[src/tmw_pkg.sv]
// Overview of operation
// - Mode field alone sets counting sequence
// - Non-PWM action: set, clear or toggle
// - Mode 0 counts up, wraps 0xFFFF
// - Normal overflow flag when count becomes zero
// - Overflow flag only set by hardware
// - Normal mode counter writable any time
// - CLEAR_ON_MATCH_MODE clears at compare A or capture
// - CLEAR_ON_MATCH_MODE raises top-defining flag at top
// - CLEAR_ON_MATCH_MODE top unbuffered, low write wraps first
// - CLEAR_ON_MATCH_MODE action 1 toggles output A
// - CLEAR_ON_MATCH_MODE overflow flag at MAX to zero
// - Prescaler 1, 8, 64, 256, 1024
// - Fast PWM tops, clear after top
// - PWM action 2/3 match and bottom
// - PWM overflow and top flag at top
// - Fixed top masks compare writes
// - Capture top unbuffered in fast PWM
// - PWM compare buffered, loaded at top
// - Compare zero spike, top constant
// - PWM toggle only in mode 15
// - Pin shows output only if direction set
// - Counter write blocks next match
// - Compare flag cleared by writing one
package tmw_pkg;
    // Register byte offsets
    localparam logic [4:0] OFS_CTRL = 5'h00;
    localparam logic [4:0] OFS_COUNT = 5'h04;
    localparam logic [4:0] OFS_CMPA = 5'h08;
    localparam logic [4:0] OFS_CMPB = 5'h0c;
    localparam logic [4:0] OFS_CAPTOP = 5'h10;
    localparam logic [4:0] OFS_FLAGS = 5'h14;
    localparam logic [4:0] OFS_STATUS = 5'h18;
    // Control field positions
    localparam int CTRL_MODE_LSB = 0;
    localparam int CTRL_ACTA_LSB = 4;
    localparam int CTRL_ACTB_LSB = 6;
    localparam int CTRL_PRESC_LSB = 8;
    localparam int CTRL_DIR_LSB = 11;
    // Flag bit positions
    localparam int FLG_OVF = 0;
    localparam int FLG_CMPA = 1;
    localparam int FLG_CMPB = 2;
    localparam int FLG_CAP = 3;
    // Waveform modes kept by this block
    localparam logic [3:0] MODE_NORMAL = 4'h0;
    localparam logic [3:0] MODE_CTC_A = 4'h4;
    localparam logic [3:0] MODE_PWM8 = 4'h5;
    localparam logic [3:0] MODE_PWM9 = 4'h6;
    localparam logic [3:0] MODE_PWM10 = 4'h7;
    localparam logic [3:0] MODE_CTC_CAP = 4'hc;
    localparam logic [3:0] MODE_PWM_CAP = 4'he;
    localparam logic [3:0] MODE_PWM_A = 4'hf;
    // Compare output actions
    localparam logic [1:0] ACT_NONE = 2'h0;
    localparam logic [1:0] ACT_TOGGLE = 2'h1;
    localparam logic [1:0] ACT_CLEAR = 2'h2;
    localparam logic [1:0] ACT_SET = 2'h3;
    // Counter extremes and fixed tops
    localparam logic [15:0] CNT_MAX = 16'hffff;
    localparam logic [15:0] CNT_BOTTOM = 16'h0000;
    localparam logic [15:0] TOP_8BIT = 16'h00ff;
    localparam logic [15:0] TOP_9BIT = 16'h01ff;
    localparam logic [15:0] TOP_10BIT = 16'h03ff;
    // Prescaler masks, divide factor minus one
    localparam logic [9:0] PS_MASK_1 = 10'h000;
    localparam logic [9:0] PS_MASK_8 = 10'h007;
    localparam logic [9:0] PS_MASK_64 = 10'h03f;
    localparam logic [9:0] PS_MASK_256 = 10'h0ff;
    localparam logic [9:0] PS_MASK_1024 = 10'h3ff;
    // Values after reset
    localparam logic [15:0] RST_WORD = 16'h0000;
    localparam logic [31:0] RST_RDATA = 32'h0000_0000;
endpackage : tmw_pkg

[src/tmw_timer.sv]
// Added by the designer: the address map and the Avalon-MM interface to the registers.
`timescale 1ns/1ps
`default_nettype none
module tmw_timer
    import tmw_pkg::*;
(
    input wire logic ref_clk,
    input wire logic rst_n,
    input wire logic clk_en,
    input wire logic [4:0] avs_address,
    input wire logic avs_read,
    input wire logic avs_write,
    input wire logic [31:0] avs_writedata,
    input wire logic [3:0] avs_byteenable,
    output logic [31:0] avs_readdata,
    output logic avs_waitrequest,
    output logic compare_a_pin,
    output logic compare_a_pin_oe_n,
    output logic compare_b_pin,
    output logic compare_b_pin_oe_n
);
    // Whole block state in one record
    typedef struct packed {
        logic [15:0] cnt;          // Counter value
        logic [9:0] presc;         // Prescaler count
        logic block;               // Match blocked for one tick
        logic [3:0] mode;          // Waveform mode select
        logic [1:0] act_a;         // Compare A output action
        logic [1:0] act_b;         // Compare B output action
        logic [2:0] psel;          // Prescaler select, 0 stops
        logic [1:0] dir;           // Pin direction bits
        logic [15:0] ocra;         // Active compare A
        logic [15:0] ocra_buf;     // Buffered compare A
        logic [15:0] ocrb;         // Active compare B
        logic [15:0] ocrb_buf;     // Buffered compare B
        logic [15:0] icr;          // Capture top value
        logic [3:0] flags;         // Sticky event flags
        logic [1:0] oc;            // Internal compare output state
        logic [1:0] pin;           // Pin data
        logic [1:0] pin_oe_n;      // Pin enables, low drives
        logic wait_q;              // Waitrequest
        logic [31:0] rdata;        // Read data
    } tmw_state_type;

    tmw_state_type st_q;
    tmw_state_type st_d;

    // Bus handshake and timer decode terms
    logic wr_go;    // Write takes effect this edge when clk_en is high
    logic tick;     // Timer clock enable
    logic pwm;      // Fast PWM mode active
    logic clear_on_match_mode;      // Clear-on-match mode active
    logic [15:0] top;
    logic at_top;   // Counter sits on top, not blocked
    logic [1:0] match;
    logic [3:0] set_v;
    logic [3:0] clr_v;
    logic [15:0] wmask;
    logic [31:0] rd_v;

    assign wr_go = avs_write && !st_q.wait_q;

    // Merge enabled byte lanes into a 16-bit register
    function automatic logic [15:0] merge16(input logic [15:0] old,
                                            input logic [31:0] wd,
                                            input logic [3:0] be);
        logic [15:0] r;
        r = old;
        if (be[0]) begin
            r[7:0] = wd[7:0];
        end
        if (be[1]) begin
            r[15:8] = wd[15:8];
        end
        return r;
    endfunction : merge16

    // Mode decode, prescaler tick and top select
    always_comb begin
        pwm = (st_q.mode == MODE_PWM8) || (st_q.mode == MODE_PWM9) ||
              (st_q.mode == MODE_PWM10) || (st_q.mode == MODE_PWM_CAP) ||
              (st_q.mode == MODE_PWM_A);
        clear_on_match_mode = (st_q.mode == MODE_CTC_A) || (st_q.mode == MODE_CTC_CAP);

        // Divide choice; the free prescaler keeps phase across changes
        case (st_q.psel)
            3'h1: tick = clk_en;
            3'h2: tick = clk_en && ((st_q.presc & PS_MASK_8) == PS_MASK_8);
            3'h3: tick = clk_en && ((st_q.presc & PS_MASK_64) == PS_MASK_64);
            3'h4: tick = clk_en &&
                         ((st_q.presc & PS_MASK_256) == PS_MASK_256);
            3'h5: tick = clk_en && (st_q.presc == PS_MASK_1024);
            default: tick = 1'b0;
        endcase

        // Top of the count per mode
        case (st_q.mode)
            MODE_CTC_A: top = st_q.ocra;
            MODE_PWM_A: top = st_q.ocra;
            MODE_CTC_CAP: top = st_q.icr;
            MODE_PWM_CAP: top = st_q.icr;
            MODE_PWM8: top = TOP_8BIT;
            MODE_PWM9: top = TOP_9BIT;
            MODE_PWM10: top = TOP_10BIT;
            default: top = CNT_MAX;
        endcase

        // Unbuffered tops below count are missed, count runs to MAX
        at_top = (clear_on_match_mode || pwm) && (st_q.cnt == top) && !st_q.block;
        match[0] = (st_q.cnt == st_q.ocra) && !st_q.block;
        match[1] = (st_q.cnt == st_q.ocrb) && !st_q.block;

        // Bits kept by compare writes under a fixed top
        case (st_q.mode)
            MODE_PWM8: wmask = TOP_8BIT;
            MODE_PWM9: wmask = TOP_9BIT;
            MODE_PWM10: wmask = TOP_10BIT;
            default: wmask = CNT_MAX;
        endcase
    end

    // Read mux, unmapped offsets read zero
    always_comb begin
        rd_v = RST_RDATA;
        if (avs_address == OFS_CTRL) begin
            rd_v[CTRL_MODE_LSB +: 4] = st_q.mode;
            rd_v[CTRL_ACTA_LSB +: 2] = st_q.act_a;
            rd_v[CTRL_ACTB_LSB +: 2] = st_q.act_b;
            rd_v[CTRL_PRESC_LSB +: 3] = st_q.psel;
            rd_v[CTRL_DIR_LSB +: 2] = st_q.dir;
        end else if (avs_address == OFS_COUNT) begin
            rd_v[15:0] = st_q.cnt;
        end else if (avs_address == OFS_CMPA) begin
            rd_v[15:0] = pwm ? st_q.ocra_buf : st_q.ocra;
        end else if (avs_address == OFS_CMPB) begin
            rd_v[15:0] = pwm ? st_q.ocrb_buf : st_q.ocrb;
        end else if (avs_address == OFS_CAPTOP) begin
            rd_v[15:0] = st_q.icr;
        end else if (avs_address == OFS_FLAGS) begin
            rd_v[3:0] = st_q.flags;
        end else if (avs_address == OFS_STATUS) begin
            rd_v[1:0] = st_q.oc;
        end
    end

    // Next state of the whole block
    always_comb begin
        st_d = st_q;
        set_v = 4'h0;
        clr_v = 4'h0;
        if (clk_en) begin
            // One wait cycle, then the answer stands for one cycle
            st_d.wait_q = 1'b1;
            if ((avs_read || avs_write) && st_q.wait_q) begin
                st_d.wait_q = 1'b0;
                st_d.rdata = rd_v;
            end

            // Prescaler runs even while stopped
            st_d.presc = st_q.presc + 10'h001;

            if (tick) begin
                // A counter write blocks one timer clock
                st_d.block = 1'b0;
                if (at_top) begin
                    st_d.cnt = CNT_BOTTOM;
                end else begin
                    st_d.cnt = st_q.cnt + 16'h0001;
                end

                // Overflow on wrap or, in fast PWM, at top
                if (pwm) begin
                    set_v[FLG_OVF] = at_top;
                end else begin
                    set_v[FLG_OVF] = (st_q.cnt == CNT_MAX);
                end
                set_v[FLG_CMPA] = match[0];
                set_v[FLG_CMPB] = match[1];
                set_v[FLG_CAP] = at_top && ((st_q.mode == MODE_CTC_CAP) ||
                                 (st_q.mode == MODE_PWM_CAP));

                // Double buffer reloads at top only
                if (pwm && at_top) begin
                    st_d.ocra = st_q.ocra_buf;
                    st_d.ocrb = st_q.ocrb_buf;
                end

                // Output waveform, driven by actions only
                if (!pwm) begin
                    // Non-PWM match actions
                    if (match[0]) begin
                        case (st_q.act_a)
                            ACT_TOGGLE: st_d.oc[0] = !st_q.oc[0];
                            ACT_CLEAR: st_d.oc[0] = 1'b0;
                            ACT_SET: st_d.oc[0] = 1'b1;
                            default: st_d.oc[0] = st_q.oc[0];
                        endcase
                    end

                    if (match[1]) begin
                        case (st_q.act_b)
                            ACT_TOGGLE: st_d.oc[1] = !st_q.oc[1];
                            ACT_CLEAR: st_d.oc[1] = 1'b0;
                            ACT_SET: st_d.oc[1] = 1'b1;
                            default: st_d.oc[1] = st_q.oc[1];
                        endcase
                    end
                end else begin
                    // Bottom action wins so compare at top holds level
                    if (at_top && st_q.act_a[1]) begin
                        st_d.oc[0] = !st_q.act_a[0];
                    end else if (match[0] && st_q.act_a[1]) begin
                        st_d.oc[0] = st_q.act_a[0];
                    end else if (match[0] && st_q.act_a == ACT_TOGGLE &&
                                 st_q.mode == MODE_PWM_A) begin
                        st_d.oc[0] = !st_q.oc[0];
                    end

                    if (at_top && st_q.act_b[1]) begin
                        st_d.oc[1] = !st_q.act_b[0];
                    end else if (match[1] && st_q.act_b[1]) begin
                        st_d.oc[1] = st_q.act_b[0];
                    end
                end
            end

            // Register writes, after the tick so a counter write wins
            if (wr_go) begin
                if (avs_address == OFS_CTRL) begin
                    if (avs_byteenable[0]) begin
                        st_d.mode = avs_writedata[CTRL_MODE_LSB +: 4];
                        st_d.act_a = avs_writedata[CTRL_ACTA_LSB +: 2];
                        st_d.act_b = avs_writedata[CTRL_ACTB_LSB +: 2];
                    end
                    if (avs_byteenable[1]) begin
                        st_d.psel = avs_writedata[CTRL_PRESC_LSB +: 3];
                        st_d.dir = avs_writedata[CTRL_DIR_LSB +: 2];
                    end
                end else if (avs_address == OFS_COUNT) begin
                    // Any time, blocks a match even while stopped
                    st_d.cnt = merge16(st_q.cnt, avs_writedata,
                                       avs_byteenable);
                    st_d.block = 1'b1;
                end else if (avs_address == OFS_CMPA) begin
                    st_d.ocra_buf = merge16(st_q.ocra_buf, avs_writedata,
                                            avs_byteenable) & wmask;
                    if (!pwm) begin
                        st_d.ocra = merge16(st_q.ocra, avs_writedata,
                                            avs_byteenable) & wmask;
                    end
                end else if (avs_address == OFS_CMPB) begin
                    st_d.ocrb_buf = merge16(st_q.ocrb_buf, avs_writedata,
                                            avs_byteenable) & wmask;
                    if (!pwm) begin
                        st_d.ocrb = merge16(st_q.ocrb, avs_writedata,
                                            avs_byteenable) & wmask;
                    end
                end else if (avs_address == OFS_CAPTOP) begin
                    st_d.icr = merge16(st_q.icr, avs_writedata,
                                       avs_byteenable);
                end else if (avs_address == OFS_FLAGS) begin
                    if (avs_byteenable[0]) begin
                        clr_v = avs_writedata[3:0];
                    end
                end
            end

            // Set beats clear when both land together
            st_d.flags = (st_q.flags & ~clr_v) | set_v;

            // Pins follow the internal state only as outputs with a compare action set
            st_d.pin[0] = st_d.dir[0] && (st_d.act_a != ACT_NONE) &&
                          st_d.oc[0];
            st_d.pin[1] = st_d.dir[1] && (st_d.act_b != ACT_NONE) &&
                          st_d.oc[1];
            st_d.pin_oe_n = ~st_d.dir;
        end
    end

    // State register
    always_ff @(posedge ref_clk or negedge rst_n) begin
        if (!rst_n) begin
            st_q <= '0;
            st_q.pin_oe_n <= 2'b11;
            st_q.wait_q <= 1'b1;
        end else begin
            st_q <= st_d;
        end
    end

    // Outputs straight from flops
    assign avs_readdata = st_q.rdata;
    assign avs_waitrequest = st_q.wait_q;
    assign compare_a_pin = st_q.pin[0];
    assign compare_a_pin_oe_n = st_q.pin_oe_n[0];
    assign compare_b_pin = st_q.pin[1];
    assign compare_b_pin_oe_n = st_q.pin_oe_n[1];

    logic cnt_wr;   // Counter write at this edge
    logic flg_wr;   // Flag register write at this edge
    assign cnt_wr = wr_go && clk_en && (avs_address == OFS_COUNT);
    assign flg_wr = wr_go && clk_en && (avs_address == OFS_FLAGS);
endmodule : tmw_timer
`default_nettype wire

[config.mk]
export PLATFORM = sky130hd
export DESIGN_NAME = tmw_timer
export DESIGN_NICKNAME = d
export VERILOG_FILES = /design/src/tmw_pkg.sv /design/src/tmw_timer.sv
export SDC_FILE = /design/constraint.sdc
export NUM_CORES = 1
export LEC_CHECK = 0
export BUFFER_PORTS_ARGS = -buffer_cell sky130_fd_sc_hd__buf_2
export CAP_MARGIN = 0
export CORE_UTILIZATION = 40
export CTS_BUF_LIST = sky130_fd_sc_hd__clkbuf_8
export DETAILED_ROUTE_END_ITERATION = 12
export HOLD_SLACK_MARGIN = 0.08
export PLACE_DENSITY = 0.63
export SKIP_LAST_GASP = 1
export SLEW_MARGIN = 10
export SYNTH_ARGS = -nofsm -noshare
export SYNTH_HDL_FRONTEND = slang
export SYNTH_SLANG_ARGS = --single-unit
[constraint.sdc]
create_clock -name ref_clk -period 4 [get_ports ref_clk]
set_input_delay 0.4 -clock ref_clk [delete_from_list [all_inputs] [get_ports ref_clk]]
set_output_delay 0.4 -clock ref_clk [all_outputs]
set_load 0.02 [all_outputs]
* After elaboration in Yosys (flattened, before gate mapping) *
Cells that the tools add are included.

storage, ports and cells
  register bits = 147
  output and inout bits = 37
  word-level logic and storage cells = 250

operators by class
  add/sub/neg operators = 2
  eq/ne operators = 45
  multiplexer cells = 124
  bitwise gates (word level) = 8
  reduce and logical (&&, ||, !) cells = 50

operator list
  cell                     number
  $mux W8                  59
  $mux W16                 18
  $mux W94                 2
  $mux W80                 2
  $pmux W16 S5             1
  $and A16 B16 Y16         4
  $mux W32                 2
  $eq A16 B16 Y1           3
  $mux W4                  12
  $mux W48                 1
  $pmux W16 S3             1
  $mux W33                 1
  $mux W13                 2
  $logic_and A1 B1 Y1      22
  $add A16 B1 Y16 const B  1
  $eq A16 B16 Y1 const B   1
  $eq A4 B3 Y1 const B     4
  $reduce_and A8 Y1        2
  $eq A5 B5 Y1 const B     3
  $ne A2 B1 Y1 const B     7
  $eq A4 B4 Y1 const B     3
  $mux W12                 1
  $mux W2                  6
  $mux W1                  11
  other kinds (30)         60

* Depth between registers and ports, before layout *
Gate-level depths: netlist of run 1.

  depth after elaboration = 23
  mapped depth = 13

* Worst setup path after synthesis of run 1 *
OpenSTA, ideal clock, no wires.

  path type = reg2reg
  from = register st_q[132] (netlist name)
  to = register st_q[107] (netlist name)
  arrival time = 2.627 ns
  data required time = 3.857 ns
  slack = 1.230 ns
  cell stages (with the launch flop) = 13
  path buffers = 4
  period minus slack after synthesis = 2.770 ns
  cell sequence = dfrtp_1 -> buf_6 -> buf_6 -> or3b_1 -> o2111ai_1 -> o2111ai_1 -> nor4_1 -> nand4_1 -> or4b_1 -> buf_2 -> buf_2 -> o22ai_1 -> a21oi_1

on the way
  cells in the longest elaborated chain, start to end = 17
  elaborated cells on any way between the ends = 28

RTL lines
  item                                               RTL line          source
  start: declaration                                 tmw_timer.sv:45   tmw_state_type st_q;
  start signal: assignment                           tmw_timer.sv:287  st_q <= st_d;
  branches (longest 15 deep; another with $mux W80)  n/a
  $mux W94 *                                         tmw_timer.sv:228  if (wr_go) begin
  $mux W94 *                                         tmw_timer.sv:151  if (clk_en) begin

Mark *: on every way between the ends. The select of a mux whose other input is x is not followed.
A chain may end at the register's enable or synchronous reset.

* Worst setup path after layout of run 1 *
  from = register st_q[132] (netlist name)
  to = register st_q[118] (netlist name)

on the way
  cells in the longest elaborated chain, start to end = 17
  elaborated cells on any way between the ends = 30

RTL lines
  item                                               RTL line
  branches (longest 15 deep; another with $mux W80)  n/a
  $mux W94 *                                         tmw_timer.sv:228
  $mux W94 *                                         tmw_timer.sv:151

Marked as above.

==> results of run 1 <==
==> how the worst min path moves through the flow <==
stage                          start                           to  slack (ps)  cells after the start
2_1_floorplan                  rst_n  avs_readdata[0]$_DFFE_PN0P_         100                      0
3_3_place_gp   st_q[144]$_DFFE_PN0P_        st_q[144]$_DFFE_PN0P_         460                      1
3_5_place_dp   st_q[144]$_DFFE_PN0P_        st_q[144]$_DFFE_PN0P_         460                      1
4_1_cts            avs_writedata[14]         st_q[57]$_DFFE_PN0P_         240                      2
5_1_grt            avs_writedata[14]         st_q[57]$_DFFE_PN0P_         270                      2
6_report           avs_writedata[14]         st_q[57]$_DFFE_PN0P_         280                      2
==> layer usage <==
metal	up-vias	wire [um]	global-route usage, %	share of wire, %
li1	3952	-	-	-
met1	4226	14000	38.9	44
met2	504	13600	38.8	43
met3	46	3180	5.52	10
met4	0	788	9.62	2.5
met5	-	0	0	0
==> timing repair <==
item / CTS / global route
hold buffers: 1 / 0
setup endpoints to repair: 0 / 0
hold endpoints to repair: 86 / 0
==> state kept, by name (all words and copies together) (netlist names) <==
signal / cells
compare_a_pin_oe_n: 1
compare_b_pin: 1
compare_b_pin_oe_n: 1
compare_a_pin: 1
st_q: 126
avs_readdata: 16
avs_waitrequest: 1
==> cells by family (layout without fill, tap and decap cells) <==
group	after synthesis	after routing
compound gates	336	336
xor+xnor	43	43
fa+ha+maj	4	4
buf+inv	145	149
flops	147	147
mux	55	55
other cells	1	16
simple gates	360	360
==> cell usage after synthesis, types with 11 or more instances <==
master	number	area, um^2
nor4_1	13	81.3
o22ai_1	54	338
nand4_1	18	113
a22oi_1	14	105
a211oi_1	11	82.6
a2bb2oi_1	15	131
and3_1	12	75.1
mux2_2	28	315
nand2_1	122	458
a21oi_1	55	275
nand2b_1	15	93.8
nand3_1	25	125
o21ai_0	98	490
dfrtp_1	144	3600
buf_4	35	263
xnor2_1	25	219
clkbuf_1	61	229
xor2_1	18	158
nor2_1	70	263
mux2i_1	27	270
inv_1	32	120
nor3_1	26	130
==> report_power, final <==
| part | leakage, uW | switching, uW | total, uW | internal, uW |
|---|---|---|---|---|
| sequential | 0.00188 | 206 | 1840 | 1640 |
| clock | 0.000241 | 626 | 1430 | 803 |
| combinational | 0.00237 | 570 | 936 | 366 |
==> area by class of cell <==
type	instances	area, um^2	share of cell area [%]
tap	313	392	3.80
timing repair buffer	84	544	5.29
multi-input combinational	814	5080	49.4
sequential	147	3680	35.8
clock inverter	15	238	2.31
clock buffer	17	234	2.27
inverter	33	124	1.20
==> cell usage in the layout, fill, tap and decap left out, types with 28 or more instances in the layout <==
| cell type | count |
|---|---|
| nand2_1 | 122 |
| buf_2 | 47 |
| o21ai_0 | 97 |
| buf_4 | 33 |
| inv_1 | 35 |
| dfrtp_1 | 144 |
| o22ai_1 | 54 |
| nor2_1 | 70 |
| a21oi_1 | 55 |
| mux2_2 | 28 |
==> stage by stage <==
stage               std cells  area [um^2]  utilization, %  total power, uW
floorplan                1106         9480               -             2470
global placement         1390         9810            43.0             2770
detailed placement       1390         9810            43.0             2780
CTS                      1423        10300            45.1             4200
global route             1423        10300            45.1             4390
finish                   1423        10300            45.1             4210
==> worst reg2reg max path, stage by stage (launching register included) <==
cell and delay (ps):
dfrtp_1 600, buf_4 290, or4_1 500, o221ai_1 140
and3_1 220, a211oi_1 50, a211oi_1 380, or4b_1 480
buf_4 250, nand2_1 120, nand2_2 170, a22oi_1 260
==> flow_summary.json, run 1 <==
{
  "fin_crit_sh_pct": 89.3,
  "netlist_instances": 1091,
  "yosys.area_share.simple_pct": 19.1,
  "die_y_um": 155,
  "overflow": 0,
  "die_x_um": 155,
  "clock_sinks": 147,
  "tns_ps": 0,
  "yosys.area_share.xor_xnor_pct": 4.00,
  "core_area_um2": 22800,
  "final.fill_count": 2292,
  "grt_pass1_wl_um": 48800,
  "min_path_type": "primary input to register",
  "drt_pass1_iterations": 5,
  "synthArstFlopShare_pct": 100,
  "max_slew_margin_pct": 43.4,
  "track_usage_pct": 26.7,
  "synth.area.mux_share_pct": 6.22,
  "synth_edf_count": 0,
  "holdWs_ps": 282,
  "worst_slew_pin_slew_ps": 850,
  "num_vias": 8728,
  "cts_root_buf": "clkbuf_8",
  "dpl.hpwl_um": 22500,
  "wire_per_inst_um": 22.2,
  "yosysSeqAreaShare_pct": 39.1,
  "crit_buf_inv": 2,
  "diodes": 0,
  "ys_seq_elements": 147,
  "rrSetupSlack_ps": 430,
  "drv_cap": 0,
  "postCtsSetupBuffers": 0,
  "nets": 1147,
  "syn2layout_area_growth_pct": 9.30,
  "io_pins": 83,
  "outcome": "finished, final reports clean",
  "cp_max_fo": 22,
  "cp_top_family": "simple AND/OR/NAND/NOR gates",
  "postRouteAntennaNets": 0,
  "r2r_start": "st_q[132]$_DFFE_PN0P_",
  "cts-resized-gates": 0,
  "antenna_found_initial": 0,
  "rr_worst_depth": 11,
  "synth_ff_type": "dfrtp_1",
  "totalWireLength_um": 31600,
  "insertion_delay_ps": 470,
  "fin_worst_skew_ps": 15.3,
  "drt_iter0_markers": 1181,
  "clockBufferDepth": 2,
  "start_util_pct": 41.2,
  "grt_setup_unrepaired": "false",
  "io_buffers": 48,
  "num_rows": 55,
  "drc": 0,
  "synth_fa_ha_area_share_pct": 0.531,
  "numCtsBuffers": 17,
  "setup_viol": 0,
  "ir_drop_mv": 0.186,
  "cp_num_cells": 11,
  "die_area_um2": 24200,
  "timing.critical_path.from": "st_q[132]$_DFFE_PN0P_",
  "synth_top_family_by_area": "compound AO/OA/AOI/OAI gates",
  "drive_above_1_share_pct": 14.8,
  "worst_slack_ps": 428,
  "grt_max_degree": 91,
  "leakage_uw": 0.00449,
  "crit_arrival_ps": 3950,
  "synth_compound_area_share_pct": 23.4,
  "critPathKind": "register to register",
  "postSynthAreaPerCell_um2": 8.63,
  "cts_tree": "done",
  "yosys_warnings": 0,
  "layout_min_cycle_time_ps": 3570,
  "h-tree-depth": 4,
  "clk_pin_slew_ps": 90,
  "synth_area_um2": 9420,
  "grt_pass1_vias": 7886,
  "start_kind": "register",
  "slowest_delay_ps": 600,
  "ys_types": 77,
  "max_freq_mhz": 280,
  "via_per_inst": 6.13,
  "pre_cts_ws_ps": 496,
  "r2r-end": "st_q[118]$_DFFE_PN0P_",
  "finalHoldViolCount": 0,
  "path_cells": "buf_4 -> or4_1 -> o221ai_1 -> and3_1 -> a211oi_1 -> a211oi_1 -> or4b_1 -> buf_4 -> nand2_1 -> nand2_2 -> a22oi_1",
  "end_kind": "register",
  "powerDensity_nw_per_um2": 409,
  "cp_slowest_cell": "dfrtp_1",
  "crit_path_end": "st_q[118]$_DFFE_PN0P_",
  "routabilityCongestion": 0.946,
  "crit_required_ps": 4380,
  "slew_viol_final": 0
}
(Power assumes the default switching activity.)
==> run 2, diff against run 1 <==
ABC_AREA = 1   (was not set)
REMOVE_ABC_BUFFERS = 1   (was not set)
==> run 2 against run 1 <==
  * Combinational power rose by 15%
  * Non-clock buffer count down 7
  * Clock skew up 1.0 ps
  * Sequential share of layout area down 0.93 points
  * Register-to-register slack gained 260 ps
  * Die area increased by 4.1%
  * Synthesized cell count up 33%
  * Clock-buffer cell count increased by 1
  * Largest power group unchanged
==> flow_summary.json, run 2 <==
{
  "outcome": "finished, final reports clean",
  "yosysSeqAreaShare_pct": 37.5,
  "grt_pass1_wl_um": 55600,
  "insertion_delay_ps": 470,
  "track_usage_pct": 30.0,
  "start_util_pct": 41.3,
  "crit_path_frequent_cell": "nand2_1",
  "h-tree-depth": 4,
  "postSynthAreaPerCell_um2": 6.78,
  "cts_tree": "done",
  "postCtsSetupBuffers": 0,
  "crit_arrival_ps": 3660,
  "clock_sinks": 147,
  "num_vias": 10149,
  "totalWireLength_um": 36200,
  "diodes": 0,
  "r2r-end": "st_q[112]$_DFFE_PN0P_",
  "pre_cts_ws_ps": 806,
  "path_cells": "nor2_1 -> nand2_1 -> nand2_2 -> nand2_1 -> nand2_1 -> nand2_1 -> nand2_1 -> nand2_1 -> nor2_1 -> nand2_1 -> nor2_4 -> nand3_4 -> clkinv_4 -> nand2_4 -> nand2_1 -> nand3_1 -> nand2_1 -> nand2_1",
  "grt_max_degree": 99,
  "worst_slew_pin_slew_ps": 1130,
  "rrSetupSlack_ps": 690,
  "wire_per_inst_um": 20.2,
  "max_slew_margin_pct": 24.0,
  "fin_crit_sh_pct": 82.8,
  "num_rows": 56,
  "fin_cells": 1790,
  "fin_util_pct": 44.5,
  "worst_slack_ps": 689,
  "seqCellArea_um2": 3680,
  "drive_above_1_share_pct": 8.91,
  "io_buffers": 48,
  "regMostFlops": "st_q",
  "r2r_start": "st_q[133]$_DFFE_PN0P_",
  "yosysTopAreaCellShare_pct": 36.7,
  "leakage_uw": 0.00514,
  "core_area_um2": 23800,
  "min_path_type": "primary input to register",
  "p_int_uw": 2560,
  "ys_types": 48,
  "cp_slowest_cell": "dfrtp_1",
  "cp_num_cells": 18,
  "crit_path_end": "st_q[112]$_DFFE_PN0P_",
  "critPathKind": "register to register",
  "nets": 1508,
  "die_area_um2": 25200,
  "via_per_inst": 5.67,
  "grt.met3_usage_pct": 5.63,
  "holdWs_ps": 223,
  "rr_worst_depth": 18,
  "combPwrFrac_pct": 25.8,
  "grt_util_met2_pct": 45.7,
  "cp_top_family": "simple AND/OR/NAND/NOR gates",
  "synth_area_um2": 9810,
  "busiest_layer": "met2",
  "clk_pin_slew_ps": 90,
  "syn2layout_area_growth_pct": 7.78,
  "setup_viol": 0,
  "finalHoldViolCount": 0,
  "cts_root_buf": "clkbuf_8",
  "die_y_um": 159,
  "synth_ff_type": "dfrtp_1",
  "clkPwrFrac_pct": 27.3,
  "slew_viol_final": 0,
  "cp_max_fo": 32,
  "synth_most_common_cell": "nand2_1",
  "fin_worst_skew_ps": 16.3,
  "clockBufferDepth": 2,
  "use_met1_pct": 42.7,
  "grt_setup_unrepaired": "false",
  "crit_buf_inv": 1,
  "drc": 0,
  "final.fill_count": 2483,
  "drv_cap": 0,
  "tns_ps": 0,
  "overflow": 0,
  "start_kind": "register",
  "synth_common_cells": "414 x nand2_1, 144 x dfrtp_1, 136 x nand3_1",
  "numCtsBuffers": 17,
  "slowest_delay_ps": 480,
  "multiInputGateArea_um2": 5130,
  "die_x_um": 159,
  "antenna_found_initial": 1,
  "drt_pass1_iterations": 5,
  "seq_power_share_pct": 46.9,
  "dpl.hpwl_um": 25600,
  "routabilityCongestion": 0.977,
  "yosys.area.top_type": "dfrtp_1",
  "mostFrequentLayoutCells": "414 x nand2_1, 144 x dfrtp_1, 136 x nand3_1",
  "synthArstFlopShare_pct": 100,
  "synth.area.top_cells": "dfrtp_1 37%, nand2_1 16%, nand3_1 6.9%, o21ai_0 6.7%, a21oi_1 5.8%",
  "powerDensity_nw_per_um2": 396,
  "dp.cells": 1757,
  "timing.critical_path.from": "st_q[133]$_DFFE_PN0P_",
  "netlist_instances": 1447,
  "sw_frac_of_total_pct": 38.9,
  "drt_iter0_markers": 1355,
  "end_kind": "register",
  "mostFrequentLayoutCell": "nand2_1",
  "ir_drop_mv": 0.193,
  "power_switching_uw": 1630,
  "max_freq_mhz": 302,
  "ys_seq_elements": 147,
  "io_pins": 83,
  "grt_pass1_vias": 9307,
  "crit_required_ps": 4350,
  "layout_min_cycle_time_ps": 3310,
  "cts-resized-gates": 0,
  "postRouteAntennaNets": 0,
  "yosys_warnings": 0,
  "synth_edf_count": 0,
  "largest_reg_flops": 126
}
[run 2: kinds of logic after synthesis]
kind of cell    count (synthesis)  synth area share, %
simple gates                  732                 31.9
compound gates                303                 16.9
buf+inv                       234                 10.8
flops                         147                 37.5
xor+xnor                       26                 2.32
fa+ha+maj                       4                0.510
other cells                     1               0.0382
[run 2: layer usage]
layer	up-vias	part of all wire [%]
met5	-	0
met4	0	2.2
met3	61	9.8
met2	559	44
met1	4771	44
li1	4758	-
[run 2: worst min path at each step]
stage / end / depth (start not counted) / slack [ps] / startpoint
2_1_floorplan: avs_readdata[0]$_DFFE_PN0P_ / 0 / 100 / rst_n
3_3_place_gp: st_q[146]$_DFFE_PN0P_ / 1 / 460 / st_q[146]$_DFFE_PN0P_
3_5_place_dp: st_q[146]$_DFFE_PN0P_ / 1 / 470 / st_q[146]$_DFFE_PN0P_
4_1_cts: st_q[57]$_DFFE_PN0P_ / 3 / 210 / avs_writedata[14]
5_1_grt: st_q[58]$_DFFE_PN0P_ / 3 / 210 / avs_writedata[15]
6_report: st_q[56]$_DFFE_PN0P_ / 3 / 220 / avs_writedata[13]
[run 2: tightest hold or removal path: cells and delay by family]
family | cells | cell delay, ps
buffers and inverters | 1 | 120
and+or+nand+nor | 1 | 60
AOI/OAI and AO/OA | 1 | 60
[run 2: power by group through the flow]
stage,combinational (uW),sequential (uW),clock [uW]
finish,1080,1960,1140
global route,1220,1990,1220
CTS,1060,1950,1160
detailed placement,1060,1980,0
global placement,1040,1980,0
floorplan,708,1930,0
[run 2: what timing repair did]
action	CTS	global route
setup endpoints to repair	0	0
hold buffers	1	0
endpoints found under the hold margin	9	0
[run 2: cell type report]
cell class                 count  share of cell area, %
multi-input combinational   1081                   48.5
sequential                   147                   34.8
inverter                     134                   4.81
timing repair buffer          77                   4.65
tap                          319                   3.78
clock buffer                  18                   2.34
clock inverter                14                   1.10
[run 2: through the flow]
step	total power (uW)	cell area, um^2
final	4190	10600
after detailed placement	3040	10200
after floorplan	2630	9310
after global routing	4430	10600
after global placement	3020	10200
after CTS	4180	10600
